File: src/verilog/mcdma_pkg.sv
// shared constants for the multi-channel transfer engine
package mcdma_pkg;
    localparam int NCH = 6;
    localparam int AW = 16;
    localparam int DW = 16;
    localparam int OFFW = 12;
    localparam int CHW = 3;
    localparam int SELW = 6;
    localparam int NTRIG = 64;
    // data space split
    localparam logic [15:0] SFR_TOP = 16'h07ff;
    localparam logic [15:0] RAM_BASE = 16'h0800;
    // transfer mode field
    localparam logic [1:0] TR_ONESHOT = 2'h0;
    localparam logic [1:0] TR_REP_ONESHOT = 2'h1;
    localparam logic [1:0] TR_CONT = 2'h2;
    localparam logic [1:0] TR_REP_CONT = 2'h3;
    localparam int TR_REPEAT_BIT = 0;
    localparam int TR_CONT_BIT = 1;
    // address mode field
    localparam logic [1:0] AM_FIXED = 2'h0;
    localparam logic [1:0] AM_INC = 2'h1;
    localparam logic [1:0] AM_DEC = 2'h2;
    localparam logic [1:0] AM_PIA = 2'h3;
    // size bit: 0 word, 1 byte
    localparam logic SIZE_WORD = 1'b0;
    localparam logic [15:0] STEP_BYTE = 16'h0001;
    localparam logic [15:0] STEP_WORD = 16'h0002;
    localparam logic [1:0] BE_LOW = 2'h1;
    localparam logic [1:0] BE_HIGH = 2'h2;
    localparam logic [1:0] BE_WORD = 2'h3;
    // fifo entry: destination address, byte enables, data
    localparam int FIFO_W = AW + 2 + DW;
    localparam int FIFO_DEPTH = 4;
    localparam logic [CHW-1:0] LOW_GROUP_LAST = 3'h3;
    localparam logic [CHW-1:0] LAST_CH = 3'h5;
    typedef enum logic [1:0] {
        RD_IDLE = 2'b00,
        RD_READ = 2'b01,
        RD_PUSH = 2'b11
    } mcdma_rd_state_t;
endpackage

File: src/verilog/mcdma_top.sv
// six-channel triggered transfer engine with shared read and write ports
// Function
// [RL1] any address in sfr or ram space may be source or destination
// [RL2] ram access outside upper/lower limits aborts and flags the channel
// [RL3] per-channel size bit selects byte or word transfers
// [RL4] size bit clear means word, so reset default is word width
// [RL5] byte transfers pick the byte lane from the pointer lsb
// [RL6] each channel picks one of the trigger sources by select field
// [RL7] trigger choice is independent of programmed addresses
// [RL8] one-shot mode does one transaction per trigger
// [RL9] continuous mode runs back-to-back transactions until the counter ends
// [RL10] repeated one-shot does one transaction per trigger until disabled
// [RL11] repeated continuous runs a full series per trigger until disabled
// [RL12] reload option restores pointers and count; repeated modes always reload
// [RL13] pointers fixed or block, block pointers increment or decrement by size
// [RL14] indirect mode adds the peripheral offset to the base pointer
// [RL15] round-robin: lowest wins first, then later channels take turns
// [RL16] fixed: lowest requesting channel always wins
// [RL17] two power-down groups: channels 0-3 and 4-5
// [RL18] software enables, configures, then enables channel and trigger
// [RL19] software loads counter with triggers or elements per transfer
// [RL20] module registers plus five per-channel registers are provided
// [RL21] clearing controller enable stops all channels and transfers
// [RL22] priority select one means round-robin, zero means fixed
// [RL23] transfer mode codes 00 one-shot 01 rep one-shot 10 cont 11 rep cont
// [RL24] address mode codes 00 fixed 01 inc 10 dec 11 indirect
// [RL25] counter decrements per transaction, done flag when it reaches zero
`timescale 1ns/1ps
`default_nettype none
module mcdma_top
    import mcdma_pkg::*;
#(
    parameter int NUM_CH = NCH
) (
    input wire logic sys_clk,
    input wire logic resetn,
    input wire logic controllerEnable,
    input wire logic prioritySchemeSelect,
    input wire logic lowGroupPowerDown,
    input wire logic highGroupPowerDown,
    input wire logic [AW-1:0] upperAddressLimit,
    input wire logic [AW-1:0] lowerAddressLimit,
    input wire logic [NUM_CH-1:0] channelEnable,
    input wire logic [NUM_CH-1:0] chanSizeByte,
    input wire logic [NUM_CH-1:0] chanReload,
    input wire logic [NUM_CH-1:0][1:0] transferModeSelect,
    input wire logic [NUM_CH-1:0][1:0] sourceAddrMode,
    input wire logic [NUM_CH-1:0][1:0] destAddrMode,
    input wire logic [NUM_CH-1:0][SELW-1:0] triggerSelect,
    input wire logic [NUM_CH-1:0] swRequest,
    input wire logic [NUM_CH-1:0] chanLoad,
    input wire logic [AW-1:0] loadSource,
    input wire logic [AW-1:0] loadDest,
    input wire logic [AW-1:0] loadCount,
    input wire logic [NUM_CH-1:0] flagClear,
    input wire logic [NTRIG-1:0] triggerSources,
    input wire logic [OFFW-1:0] piaOffset,
    output logic [NUM_CH-1:0][AW-1:0] sourcePointer,
    output logic [NUM_CH-1:0][AW-1:0] destinationPointer,
    output logic [NUM_CH-1:0][AW-1:0] transactionCounter,
    output logic [NUM_CH-1:0] doneFlag,
    output logic [NUM_CH-1:0] highFlag,
    output logic [NUM_CH-1:0] lowFlag,
    output logic [NUM_CH-1:0] overrunFlag,
    output logic [DW-1:0] holdingBuffer,
    output logic memRdReq,
    output logic [AW-1:0] memRdAddr,
    input wire logic memRdAck,
    input wire logic [DW-1:0] memRdData,
    output logic memWrReq,
    output logic [AW-1:0] memWrAddr,
    output logic [1:0] memWrBe,
    output logic [DW-1:0] memWrData,
    input wire logic memWrAck
);
    mcdma_rd_state_t rdState_r;
    logic [CHW-1:0] curCh_r;
    logic [CHW-1:0] lastGrant_r;
    logic [AW-1:0] srcPtr_r [NUM_CH];
    logic [AW-1:0] dstPtr_r [NUM_CH];
    logic [AW-1:0] cnt_r [NUM_CH];
    logic [AW-1:0] dstEff_r;
    logic [1:0] dstBe_r;
    logic [DW-1:0] pushData_r;
    logic [NUM_CH-1:0] chanReq;
    logic [NUM_CH-1:0] powerOff;
    logic grantValid;
    logic [CHW-1:0] grantCh;
    logic [AW-1:0] srcEff;
    logic [AW-1:0] dstEff;
    logic srcHigh;
    logic srcLow;
    logic dstHigh;
    logic dstLow;
    logic abortFire;
    logic pushFire;
    logic completeNow;
    logic reloadNow;
    logic fifoInReady;
    logic fifoOutValid;
    logic fifoOutReady;
    logic [FIFO_W-1:0] fifoOut;
    logic [DW-1:0] byteSel;
    logic [AW-1:0] stepCur;
    logic [AW-1:0] srcNxt;
    logic [AW-1:0] dstNxt;

    function automatic logic [AW-1:0] eff_addr(input logic [AW-1:0] ptr, input logic [1:0] md,
                                               input logic isByte);
        logic [AW-1:0] a;
        a = (md == AM_PIA) ? ptr + {4'h0, piaOffset} : ptr;
        return isByte ? a : {a[AW-1:1], 1'b0};
    endfunction

    function automatic logic [AW-1:0] step_ptr(input logic [AW-1:0] ptr, input logic [1:0] md,
                                               input logic [AW-1:0] st);
        case (md)
            AM_INC: step_ptr = ptr + st; // RL24
            AM_DEC: step_ptr = ptr - st;
            default: step_ptr = ptr;
        endcase
    endfunction

    // groups share one disable, individual channels cannot be gated alone
    always_comb begin
        for (int i = 0; i < NUM_CH; i++) begin
            powerOff[i] = (i <= int'(LOW_GROUP_LAST)) ? lowGroupPowerDown : highGroupPowerDown; // RL17
        end
    end

    // round-robin searches from the channel after the last winner
    always_comb begin
        int idx;
        grantValid = 1'b0;
        grantCh = '0;
        idx = 0;
        if (prioritySchemeSelect) begin // RL22
            for (int i = 1; i <= NUM_CH; i++) begin
                idx = (int'(lastGrant_r) + i) % NUM_CH;
                if (!grantValid && chanReq[idx]) begin // RL15
                    grantValid = 1'b1;
                    grantCh = CHW'(idx);
                end
            end
        end else begin
            for (int i = NUM_CH - 1; i >= 0; i--) begin
                if (chanReq[i]) begin // RL16
                    grantValid = 1'b1;
                    grantCh = CHW'(i);
                end
            end
        end
    end

    // limits only guard space above the sfr region
    assign srcEff = eff_addr(srcPtr_r[grantCh], sourceAddrMode[grantCh], chanSizeByte[grantCh]); // RL14
    assign dstEff = eff_addr(dstPtr_r[grantCh], destAddrMode[grantCh], chanSizeByte[grantCh]); // RL1
    assign srcHigh = (srcEff >= RAM_BASE) && (srcEff > upperAddressLimit); // RL2
    assign srcLow = (srcEff >= RAM_BASE) && (srcEff < lowerAddressLimit);
    assign dstHigh = (dstEff >= RAM_BASE) && (dstEff > upperAddressLimit);
    assign dstLow = (dstEff >= RAM_BASE) && (dstEff < lowerAddressLimit);
    assign abortFire = (rdState_r == RD_IDLE) && grantValid &&
                       (srcHigh || srcLow || dstHigh || dstLow); // RL2
    assign pushFire = (rdState_r == RD_PUSH) && fifoInReady;
    assign completeNow = pushFire && (cnt_r[curCh_r] <= 16'h0001); // RL25
    assign reloadNow = chanReload[curCh_r] || transferModeSelect[curCh_r][TR_REPEAT_BIT]; // RL12
    assign stepCur = (chanSizeByte[curCh_r] == SIZE_WORD) ? STEP_WORD : STEP_BYTE; // RL4
    assign srcNxt = step_ptr(srcPtr_r[curCh_r], sourceAddrMode[curCh_r], stepCur); // RL13
    assign dstNxt = step_ptr(dstPtr_r[curCh_r], destAddrMode[curCh_r], stepCur); // RL13
    assign byteSel = memRdAddr[0] ? {memRdData[15:8], memRdData[15:8]}
                                  : {memRdData[7:0], memRdData[7:0]}; // RL5

    always_ff @(posedge sys_clk or negedge resetn) begin
        if (!resetn) begin
            rdState_r <= RD_IDLE;
            curCh_r <= '0;
            lastGrant_r <= LAST_CH;
            memRdReq <= 1'b0;
            memRdAddr <= '0;
            dstEff_r <= '0;
            dstBe_r <= BE_WORD;
            pushData_r <= '0;
        end else if (!controllerEnable) begin // RL21
            rdState_r <= RD_IDLE;
            memRdReq <= 1'b0;
        end else begin
            case (rdState_r)
                RD_IDLE: begin
                    if (grantValid && !abortFire) begin
                        rdState_r <= RD_READ;
                        curCh_r <= grantCh;
                        lastGrant_r <= grantCh;
                        memRdReq <= 1'b1;
                        memRdAddr <= srcEff;
                        dstEff_r <= dstEff;
                        dstBe_r <= !chanSizeByte[grantCh] ? BE_WORD
                                 : (dstEff[0] ? BE_HIGH : BE_LOW); // RL5
                    end else if (abortFire) begin
                        lastGrant_r <= grantCh;
                    end
                end
                RD_READ: begin
                    if (memRdAck) begin
                        memRdReq <= 1'b0;
                        pushData_r <= chanSizeByte[curCh_r] ? byteSel : memRdData; // RL3
                        rdState_r <= RD_PUSH;
                    end
                end
                RD_PUSH: begin
                    if (fifoInReady) begin
                        rdState_r <= RD_IDLE;
                    end
                end
                default: rdState_r <= RD_IDLE;
            endcase
        end
    end

    always_ff @(posedge sys_clk or negedge resetn) begin
        if (!resetn) begin
            holdingBuffer <= '0;
        end else if (pushFire) begin
            holdingBuffer <= pushData_r; // RL20
        end
    end

    // the write side may stall, so reads run ahead until the buffer is full
    mcdma_fifo #(
        .WIDTH(FIFO_W),
        .DEPTH(FIFO_DEPTH)
    ) u_fifo (
        .sys_clk(sys_clk),
        .resetn(resetn),
        .flush(!controllerEnable),
        .inValid(rdState_r == RD_PUSH),
        .inReady(fifoInReady),
        .inData({dstEff_r, dstBe_r, pushData_r}),
        .outValid(fifoOutValid),
        .outReady(fifoOutReady),
        .outData(fifoOut)
    );

    assign fifoOutReady = controllerEnable && (!memWrReq || memWrAck);

    always_ff @(posedge sys_clk or negedge resetn) begin
        if (!resetn) begin
            memWrReq <= 1'b0;
            memWrAddr <= '0;
            memWrBe <= BE_WORD;
            memWrData <= '0;
        end else if (!controllerEnable) begin // RL21
            memWrReq <= 1'b0;
        end else if (fifoOutReady) begin
            memWrReq <= fifoOutValid;
            if (fifoOutValid) begin
                memWrAddr <= fifoOut[FIFO_W-1 -: AW];
                memWrBe <= fifoOut[DW +: 2];
                memWrData <= fifoOut[DW-1:0];
            end
        end
    end

    for (genvar c = 0; c < NUM_CH; c++) begin : g_ch
        logic pend_r;
        logic run_r;
        logic halt_r;
        logic [AW-1:0] saveSrc_r;
        logic [AW-1:0] saveDst_r;
        logic [AW-1:0] saveCnt_r;
        logic trig;
        logic mine;
        logic live;

        assign live = controllerEnable && channelEnable[c] && !powerOff[c];
        assign trig = live && (triggerSources[triggerSelect[c]] || swRequest[c]); // RL6 RL7
        assign mine = (curCh_r == CHW'(c));
        assign chanReq[c] = live && !halt_r && (pend_r || run_r) &&
                            !(rdState_r != RD_IDLE && mine);
        assign sourcePointer[c] = srcPtr_r[c];
        assign destinationPointer[c] = dstPtr_r[c];
        assign transactionCounter[c] = cnt_r[c];

        // a trigger landing in the same cycle as the consuming transaction keeps the request
        always_ff @(posedge sys_clk or negedge resetn) begin
            if (!resetn) begin
                pend_r <= 1'b0;
                run_r <= 1'b0;
            end else if (!live) begin // RL21
                pend_r <= 1'b0;
                run_r <= 1'b0;
            end else begin
                if (pushFire && mine) begin
                    pend_r <= 1'b0; // RL8 RL10
                end
                if ((completeNow || (pushFire && halt_r)) && mine) begin
                    run_r <= 1'b0; // RL9 RL11
                end
                if (abortFire && grantCh == CHW'(c)) begin
                    pend_r <= 1'b0;
                    run_r <= 1'b0;
                end
                if (trig && !transferModeSelect[c][TR_CONT_BIT]) begin
                    pend_r <= 1'b1; // RL8 RL10
                end
                if (trig && transferModeSelect[c][TR_CONT_BIT]) begin
                    run_r <= 1'b1; // RL9 RL11 RL23
                end
            end
        end

        always_ff @(posedge sys_clk or negedge resetn) begin
            if (!resetn) begin
                halt_r <= 1'b0;
            end else if (chanLoad[c] || !channelEnable[c]) begin
                halt_r <= 1'b0;
            end else if (completeNow && mine && !reloadNow) begin
                halt_r <= 1'b1; // RL12
            end
        end

        always_ff @(posedge sys_clk or negedge resetn) begin
            if (!resetn) begin
                srcPtr_r[c] <= '0;
                dstPtr_r[c] <= '0;
                cnt_r[c] <= '0;
                saveSrc_r <= '0;
                saveDst_r <= '0;
                saveCnt_r <= '0;
            end else if (chanLoad[c]) begin
                srcPtr_r[c] <= loadSource;
                dstPtr_r[c] <= loadDest;
                cnt_r[c] <= loadCount;
                saveSrc_r <= loadSource;
                saveDst_r <= loadDest;
                saveCnt_r <= loadCount;
            end else if (pushFire && mine) begin
                if (completeNow && reloadNow) begin // RL12
                    srcPtr_r[c] <= saveSrc_r;
                    dstPtr_r[c] <= saveDst_r;
                    cnt_r[c] <= saveCnt_r;
                end else begin
                    srcPtr_r[c] <= srcNxt;
                    dstPtr_r[c] <= dstNxt;
                    cnt_r[c] <= (cnt_r[c] == '0) ? '0 : cnt_r[c] - 1'b1; // RL25
                end
            end
        end

        // hardware set wins over a clear in the same cycle
        always_ff @(posedge sys_clk or negedge resetn) begin
            if (!resetn) begin
                doneFlag[c] <= 1'b0;
                highFlag[c] <= 1'b0;
                lowFlag[c] <= 1'b0;
                overrunFlag[c] <= 1'b0;
            end else begin
                doneFlag[c] <= (completeNow && mine) || (doneFlag[c] && !flagClear[c]); // RL25
                highFlag[c] <= (abortFire && grantCh == CHW'(c) && (srcHigh || dstHigh)) ||
                               (highFlag[c] && !flagClear[c]); // RL2
                lowFlag[c] <= (abortFire && grantCh == CHW'(c) && (srcLow || dstLow)) ||
                              (lowFlag[c] && !flagClear[c]); // RL2
                overrunFlag[c] <= (trig && (pend_r || run_r)) || (overrunFlag[c] && !flagClear[c]);
            end
        end
    end

    fixed_prio_a: assert property (@(posedge sys_clk) disable iff (!resetn) // RL16
        (rdState_r == RD_IDLE && grantValid && !prioritySchemeSelect)
        |-> ((chanReq & ((NUM_CH'(1) << grantCh) - 1'b1)) == '0))
        else $error("fixed priority did not pick lowest channel");
    rr_rotate_a: assert property (@(posedge sys_clk) disable iff (!resetn) // RL15
        (rdState_r == RD_IDLE && grantValid && prioritySchemeSelect && chanReq[lastGrant_r]
         && $countones(chanReq) > 1) |-> (grantCh != lastGrant_r))
        else $error("round robin repeated the last winner");
    limit_abort_a: assert property (@(posedge sys_clk) disable iff (!resetn) // RL2
        abortFire |=> (rdState_r == RD_IDLE && !memRdReq
                       && (highFlag[$past(grantCh)] || lowFlag[$past(grantCh)])))
        else $error("out of range access was not aborted and flagged");
    rd_hold_a: assert property (@(posedge sys_clk) disable iff (!resetn)
        (memRdReq && !memRdAck && controllerEnable) |=> (memRdReq && $stable(memRdAddr)))
        else $error("read request dropped before acknowledge");
    wr_hold_a: assert property (@(posedge sys_clk) disable iff (!resetn)
        (memWrReq && !memWrAck && controllerEnable) |=> (memWrReq && $stable(memWrAddr)))
        else $error("write request dropped before acknowledge");
    enable_stop_a: assert property (@(posedge sys_clk) disable iff (!resetn) // RL21
        !controllerEnable |=> (rdState_r == RD_IDLE && !memRdReq && !memWrReq))
        else $error("disabled controller kept transferring");
    count_step_a: assert property (@(posedge sys_clk) disable iff (!resetn) // RL25
        (pushFire && !completeNow && !chanLoad[curCh_r])
        |=> (cnt_r[$past(curCh_r)] == $past(cnt_r[curCh_r]) - 16'h0001))
        else $error("counter did not step by one");
    done_set_a: assert property (@(posedge sys_clk) disable iff (!resetn) // RL25
        completeNow |=> doneFlag[$past(curCh_r)])
        else $error("completion flag not raised");
    group_off_a: assert property (@(posedge sys_clk) disable iff (!resetn) // RL17
        (lowGroupPowerDown && rdState_r == RD_IDLE && grantValid) |-> (grantCh > LOW_GROUP_LAST))
        else $error("powered-down group granted");
    byte_lane_a: assert property (@(posedge sys_clk) disable iff (!resetn) // RL5
        (pushFire && chanSizeByte[curCh_r]) |-> (dstBe_r == (dstEff_r[0] ? BE_HIGH : BE_LOW)))
        else $error("byte lane does not follow destination lsb");
endmodule
`default_nettype wire

File: src/verilog/mcdma_fifo.sv
// holding buffer between read and write sides
`timescale 1ns/1ps
`default_nettype none
module mcdma_fifo #(
    parameter int WIDTH = 34,
    parameter int DEPTH = 4
) (
    input wire logic sys_clk,
    input wire logic resetn,
    input wire logic flush,
    input wire logic inValid,
    output logic inReady,
    input wire logic [WIDTH-1:0] inData,
    output logic outValid,
    input wire logic outReady,
    output logic [WIDTH-1:0] outData
);
    localparam int PW = $clog2(DEPTH);
    logic [WIDTH-1:0] mem [DEPTH];
    logic [PW:0] wrPtr_r;
    logic [PW:0] rdPtr_r;
    logic full;
    logic empty;

    assign full = (wrPtr_r[PW] != rdPtr_r[PW]) && (wrPtr_r[PW-1:0] == rdPtr_r[PW-1:0]);
    assign empty = (wrPtr_r == rdPtr_r);
    assign inReady = !full;
    assign outValid = !empty;
    assign outData = mem[rdPtr_r[PW-1:0]];

    always_ff @(posedge sys_clk) begin
        if (inValid && !full) begin
            mem[wrPtr_r[PW-1:0]] <= inData;
        end
    end

    always_ff @(posedge sys_clk or negedge resetn) begin
        if (!resetn) begin
            wrPtr_r <= '0;
            rdPtr_r <= '0;
        end else if (flush) begin
            wrPtr_r <= '0;
            rdPtr_r <= '0;
        end else begin
            if (inValid && !full) begin
                wrPtr_r <= wrPtr_r + 1'b1;
            end
            if (outReady && !empty) begin
                rdPtr_r <= rdPtr_r + 1'b1;
            end
        end
    end
endmodule
`default_nettype wire

File: config.mk
export PLATFORM = sky130hd
export DESIGN_NAME = mcdma_top
export DESIGN_NICKNAME = d
export VERILOG_FILES = /design/src/verilog/mcdma_pkg.sv /design/src/verilog/mcdma_top.sv /design/src/verilog/mcdma_fifo.sv
export SDC_FILE = /design/constraint.sdc
export NUM_CORES = 2
export LEC_CHECK = 0
export BUFFER_PORTS_ARGS = -buffer_cell sky130_fd_sc_hd__buf_2
export CAP_MARGIN = 20
export CORE_ASPECT_RATIO = 2
export CORE_MARGIN = 5
export CORE_UTILIZATION = 64
export DETAILED_ROUTE_END_ITERATION = 7
export PLACE_DENSITY = 0.91
export SYNTH_ARGS = -nofsm -noshare
export SYNTH_HDL_FRONTEND = slang
export SYNTH_SLANG_ARGS = --single-unit
File: constraint.sdc
create_clock -name sys_clk -period 19 [get_ports sys_clk]
set_input_delay 4.75 -clock sys_clk [delete_from_list [all_inputs] [get_ports sys_clk]]
set_output_delay 4.75 -clock sys_clk [all_outputs]
set_load 0.01 [all_outputs]
==> run metrics <==
Critical Path RT 19.59 ns; Layout Area Growth over Synthesis 13.0%; CTS Buf Count 77; setup_tns 0 ns; worst relative slew slack 21.7%; min Tclk post-route 14.67 ns; Critical Path AT 15.26 ns; failing checks design-rule violations; Syn Area/Cell 9.90 sq um; Core ar. 78,900 sq um; Total Nets Final 6,031; Total Wirelength 212,000 um; IO Port Bufs 667; vias in the first global route 48,235; antenna violations before repair 36; setup slack, reg-to-reg 7.16 ns; Final Cycle Share 77.2%; worst slew pin tran 1.17 ns; critical path's slowest cell buf_4; DRT iter0 DRCs 6,889; Post-Syn Area 50,700 sq um; Synth cell types 93; Total Routing Usage GR 48.5%; FP Rows 146; clock root cell clkbuf_16; layout cells sized above 1 23.3%; via count 48,596; Final Power 6.90 mW; Setup Viol. Count Final 0; Setup WS post-layout 4.33 ns; total congestion overflow 0; Setup CP Type in -> reg; #FFs+latches synth 870; Initial Utilization 64.2%; TritonCTS clock tree done; Remaining DRCs 5; WL per Instance 31.5 um; EDFF count, synth 136; status finished, violations left; RSZ-0062 raised after global routing no; Die Y 408 um; cell taking the most area after synthesis dfrtp_1; post-synth top area share 36.0%; most common cell after layout, fill and taps aside o21ai_0; H-Tree Level Count 3; hold crit path type reg -> reg; largest net degree at the start of global routing 160; worst skew pair latency 0.72 ns; die outline area 85,200 sq um; pwr dens 121 nW/um^2; worst-path fanout max 65; post-route ant nets 0; Clock Path Buffers 3; asr flop ratio synth 84.4%; Leakage Power 24.9 nW; I/O Pins 668; Fin. Hold Viols 0; Crit path top cell by count a21oi_1; fmax 0.0682 GHz; hold_buf cts 0; Synth Warn # 0; max-cap violation count 0; crit path launch type input port; VDD IR max 0.0000947 V; Post-CTS Resized 0; CTS sink cnt 870; clock-pin slew on the worst setup and hold paths 0.07 ns; Post-CTS Setup Bufs 0; first-pass GRT wire length 310,000 um; Die Wd 209 um; register area share after synthesis 44.3%; DP Worst Slack 4.06 ns; Setup Skew 0.0426 ns; first-pass detailed-route iteration total 8; Cells after Synth 5,115; dpl hpwl 152,000 um; commonest non-fill, non-tap cells in the layout o21ai_0 (736), dfrtp_1 (725), nand2_1 (702); Post-synth top flop dfrtp_1; Setup crit end kind register; global placement routability congestion 1.11; Synthesized Nets 5,549; largest cells by area after synthesis dfrtp_1 (36%), mux4_2 (8.9%), edfxtp_1 (8.1%), o21ai_0 (7.3%), nand2_1 (5.2%); final slew viol count 0; Largest stage delay, worst path 0.80 ns; vias per cell 7.23
-- metrics by stage --
stage               hold slack, ns  cell area [sq um]  util [%]  std cells
finish                       0.477              57200      72.5       6721
global route                 0.509              57200      72.5       6707
CTS                          0.475              57100      72.4       6692
detailed placement           0.458              54600      69.1       6549
global placement             0.452              54600      69.1       6549
floorplan                    0.468              50700         -       5115
-- layer usage --
metal	vias up	GRT usage, %	wire length, um
met5	-	0	152
met2	4372	76.2	95700
met1	22993	49.3	58900
met3	1581	18.4	28800
met4	20	44.9	28100
li1	19630	-	-
-- power by group --
part / internal, mW / total [mW] / leakage, nW / switching [mW]
combinational: 0.991 / 2.87 / 13.5 / 1.87
sequential: 2.14 / 2.40 / 10.2 / 0.264
clock: 0.863 / 1.63 / 1.25 / 0.768
-- flip-flops by register name (all words and copies together), names as in the netlist, 96 cells and up --
register / flops
u_fifo.mem: 136
destinationPointer: 96
g_ch.saveCnt_r: 96
g_ch.saveDst_r: 96
g_ch.saveSrc_r: 96
sourcePointer: 96
transactionCounter: 96
-- final timing paths --
| check | from | end | cells past startpoint |
|---|---|---|---|
| min | holdingBuffer[13] | holdingBuffer[13] | 2 |
| max reg2reg | lastGrant_r[0] | dstEff_r[3] | 43 |
| max | controllerEnable | dstEff_r[3] | 39 |
| max in group asynchronous | resetn | sourcePointer[29] | 4 |
| min in group asynchronous | resetn | sourcePointer[4] | 1 |
| min reg2reg | holdingBuffer[13] | holdingBuffer[13] | 2 |
-- cell usage after synthesis (17+ instances only) --
cell	number
o21ai_0	737
or3_1	25
nand2b_1	35
mux2_2	184
nand3_1	66
a21boi_0	24
dfrtp_1	728
nor2b_1	32
o31ai_1	73
a211oi_1	61
inv_1	360
nand2_1	702
o311ai_0	28
xnor2_1	38
a31oi_1	17
mux4_2	201
mux2i_1	128
and2_1	18
nor4_1	26
mux2_4	17
o211ai_1	108
and3_1	23
a21o_1	26
nand4_1	25
o22ai_1	30
clkbuf_1	244
a221oi_1	44
buf_1	65
nor3_1	64
a21oi_1	264
nor2_1	195
ha_1	142
edfxtp_1	136
-- worst max-delay path, delay by kind of cell --
kind,cells,cell delay (ns)
AOI/OAI and AO/OA,21,5.08
adders and majority gates,2,0.60
and+or+nand+nor,8,1.66
muxes,3,1.14
buffers and inverters,5,1.93
-- cell families (layout without fill, tap and decap cells) --
family          after synthesis  after routing  share of synthesized area (%)
mux                         531            531                           16.1
buf+inv                     694           1240                           5.29
simple gates               1273           1273                           11.2
compound gates             1549           1549                           18.6
xor+xnor                     52             52                          0.899
other cells                   0             24                              0
fa+ha+maj                   146            146                           3.67
flops                       870            870                           44.3
-- area by class of cell --
class                      instances  area, sq um
timing repair buffer             734         3930
antenna                           24         60.1
fill                            5458        21700
clock buffer                      97         2090
clock inverter                    46          440
sequential                       870        22500
inverter                         363         1360
tap                             1036         1300
multi-input combinational       3551        25600
Power figures use the tool's default switching activity.
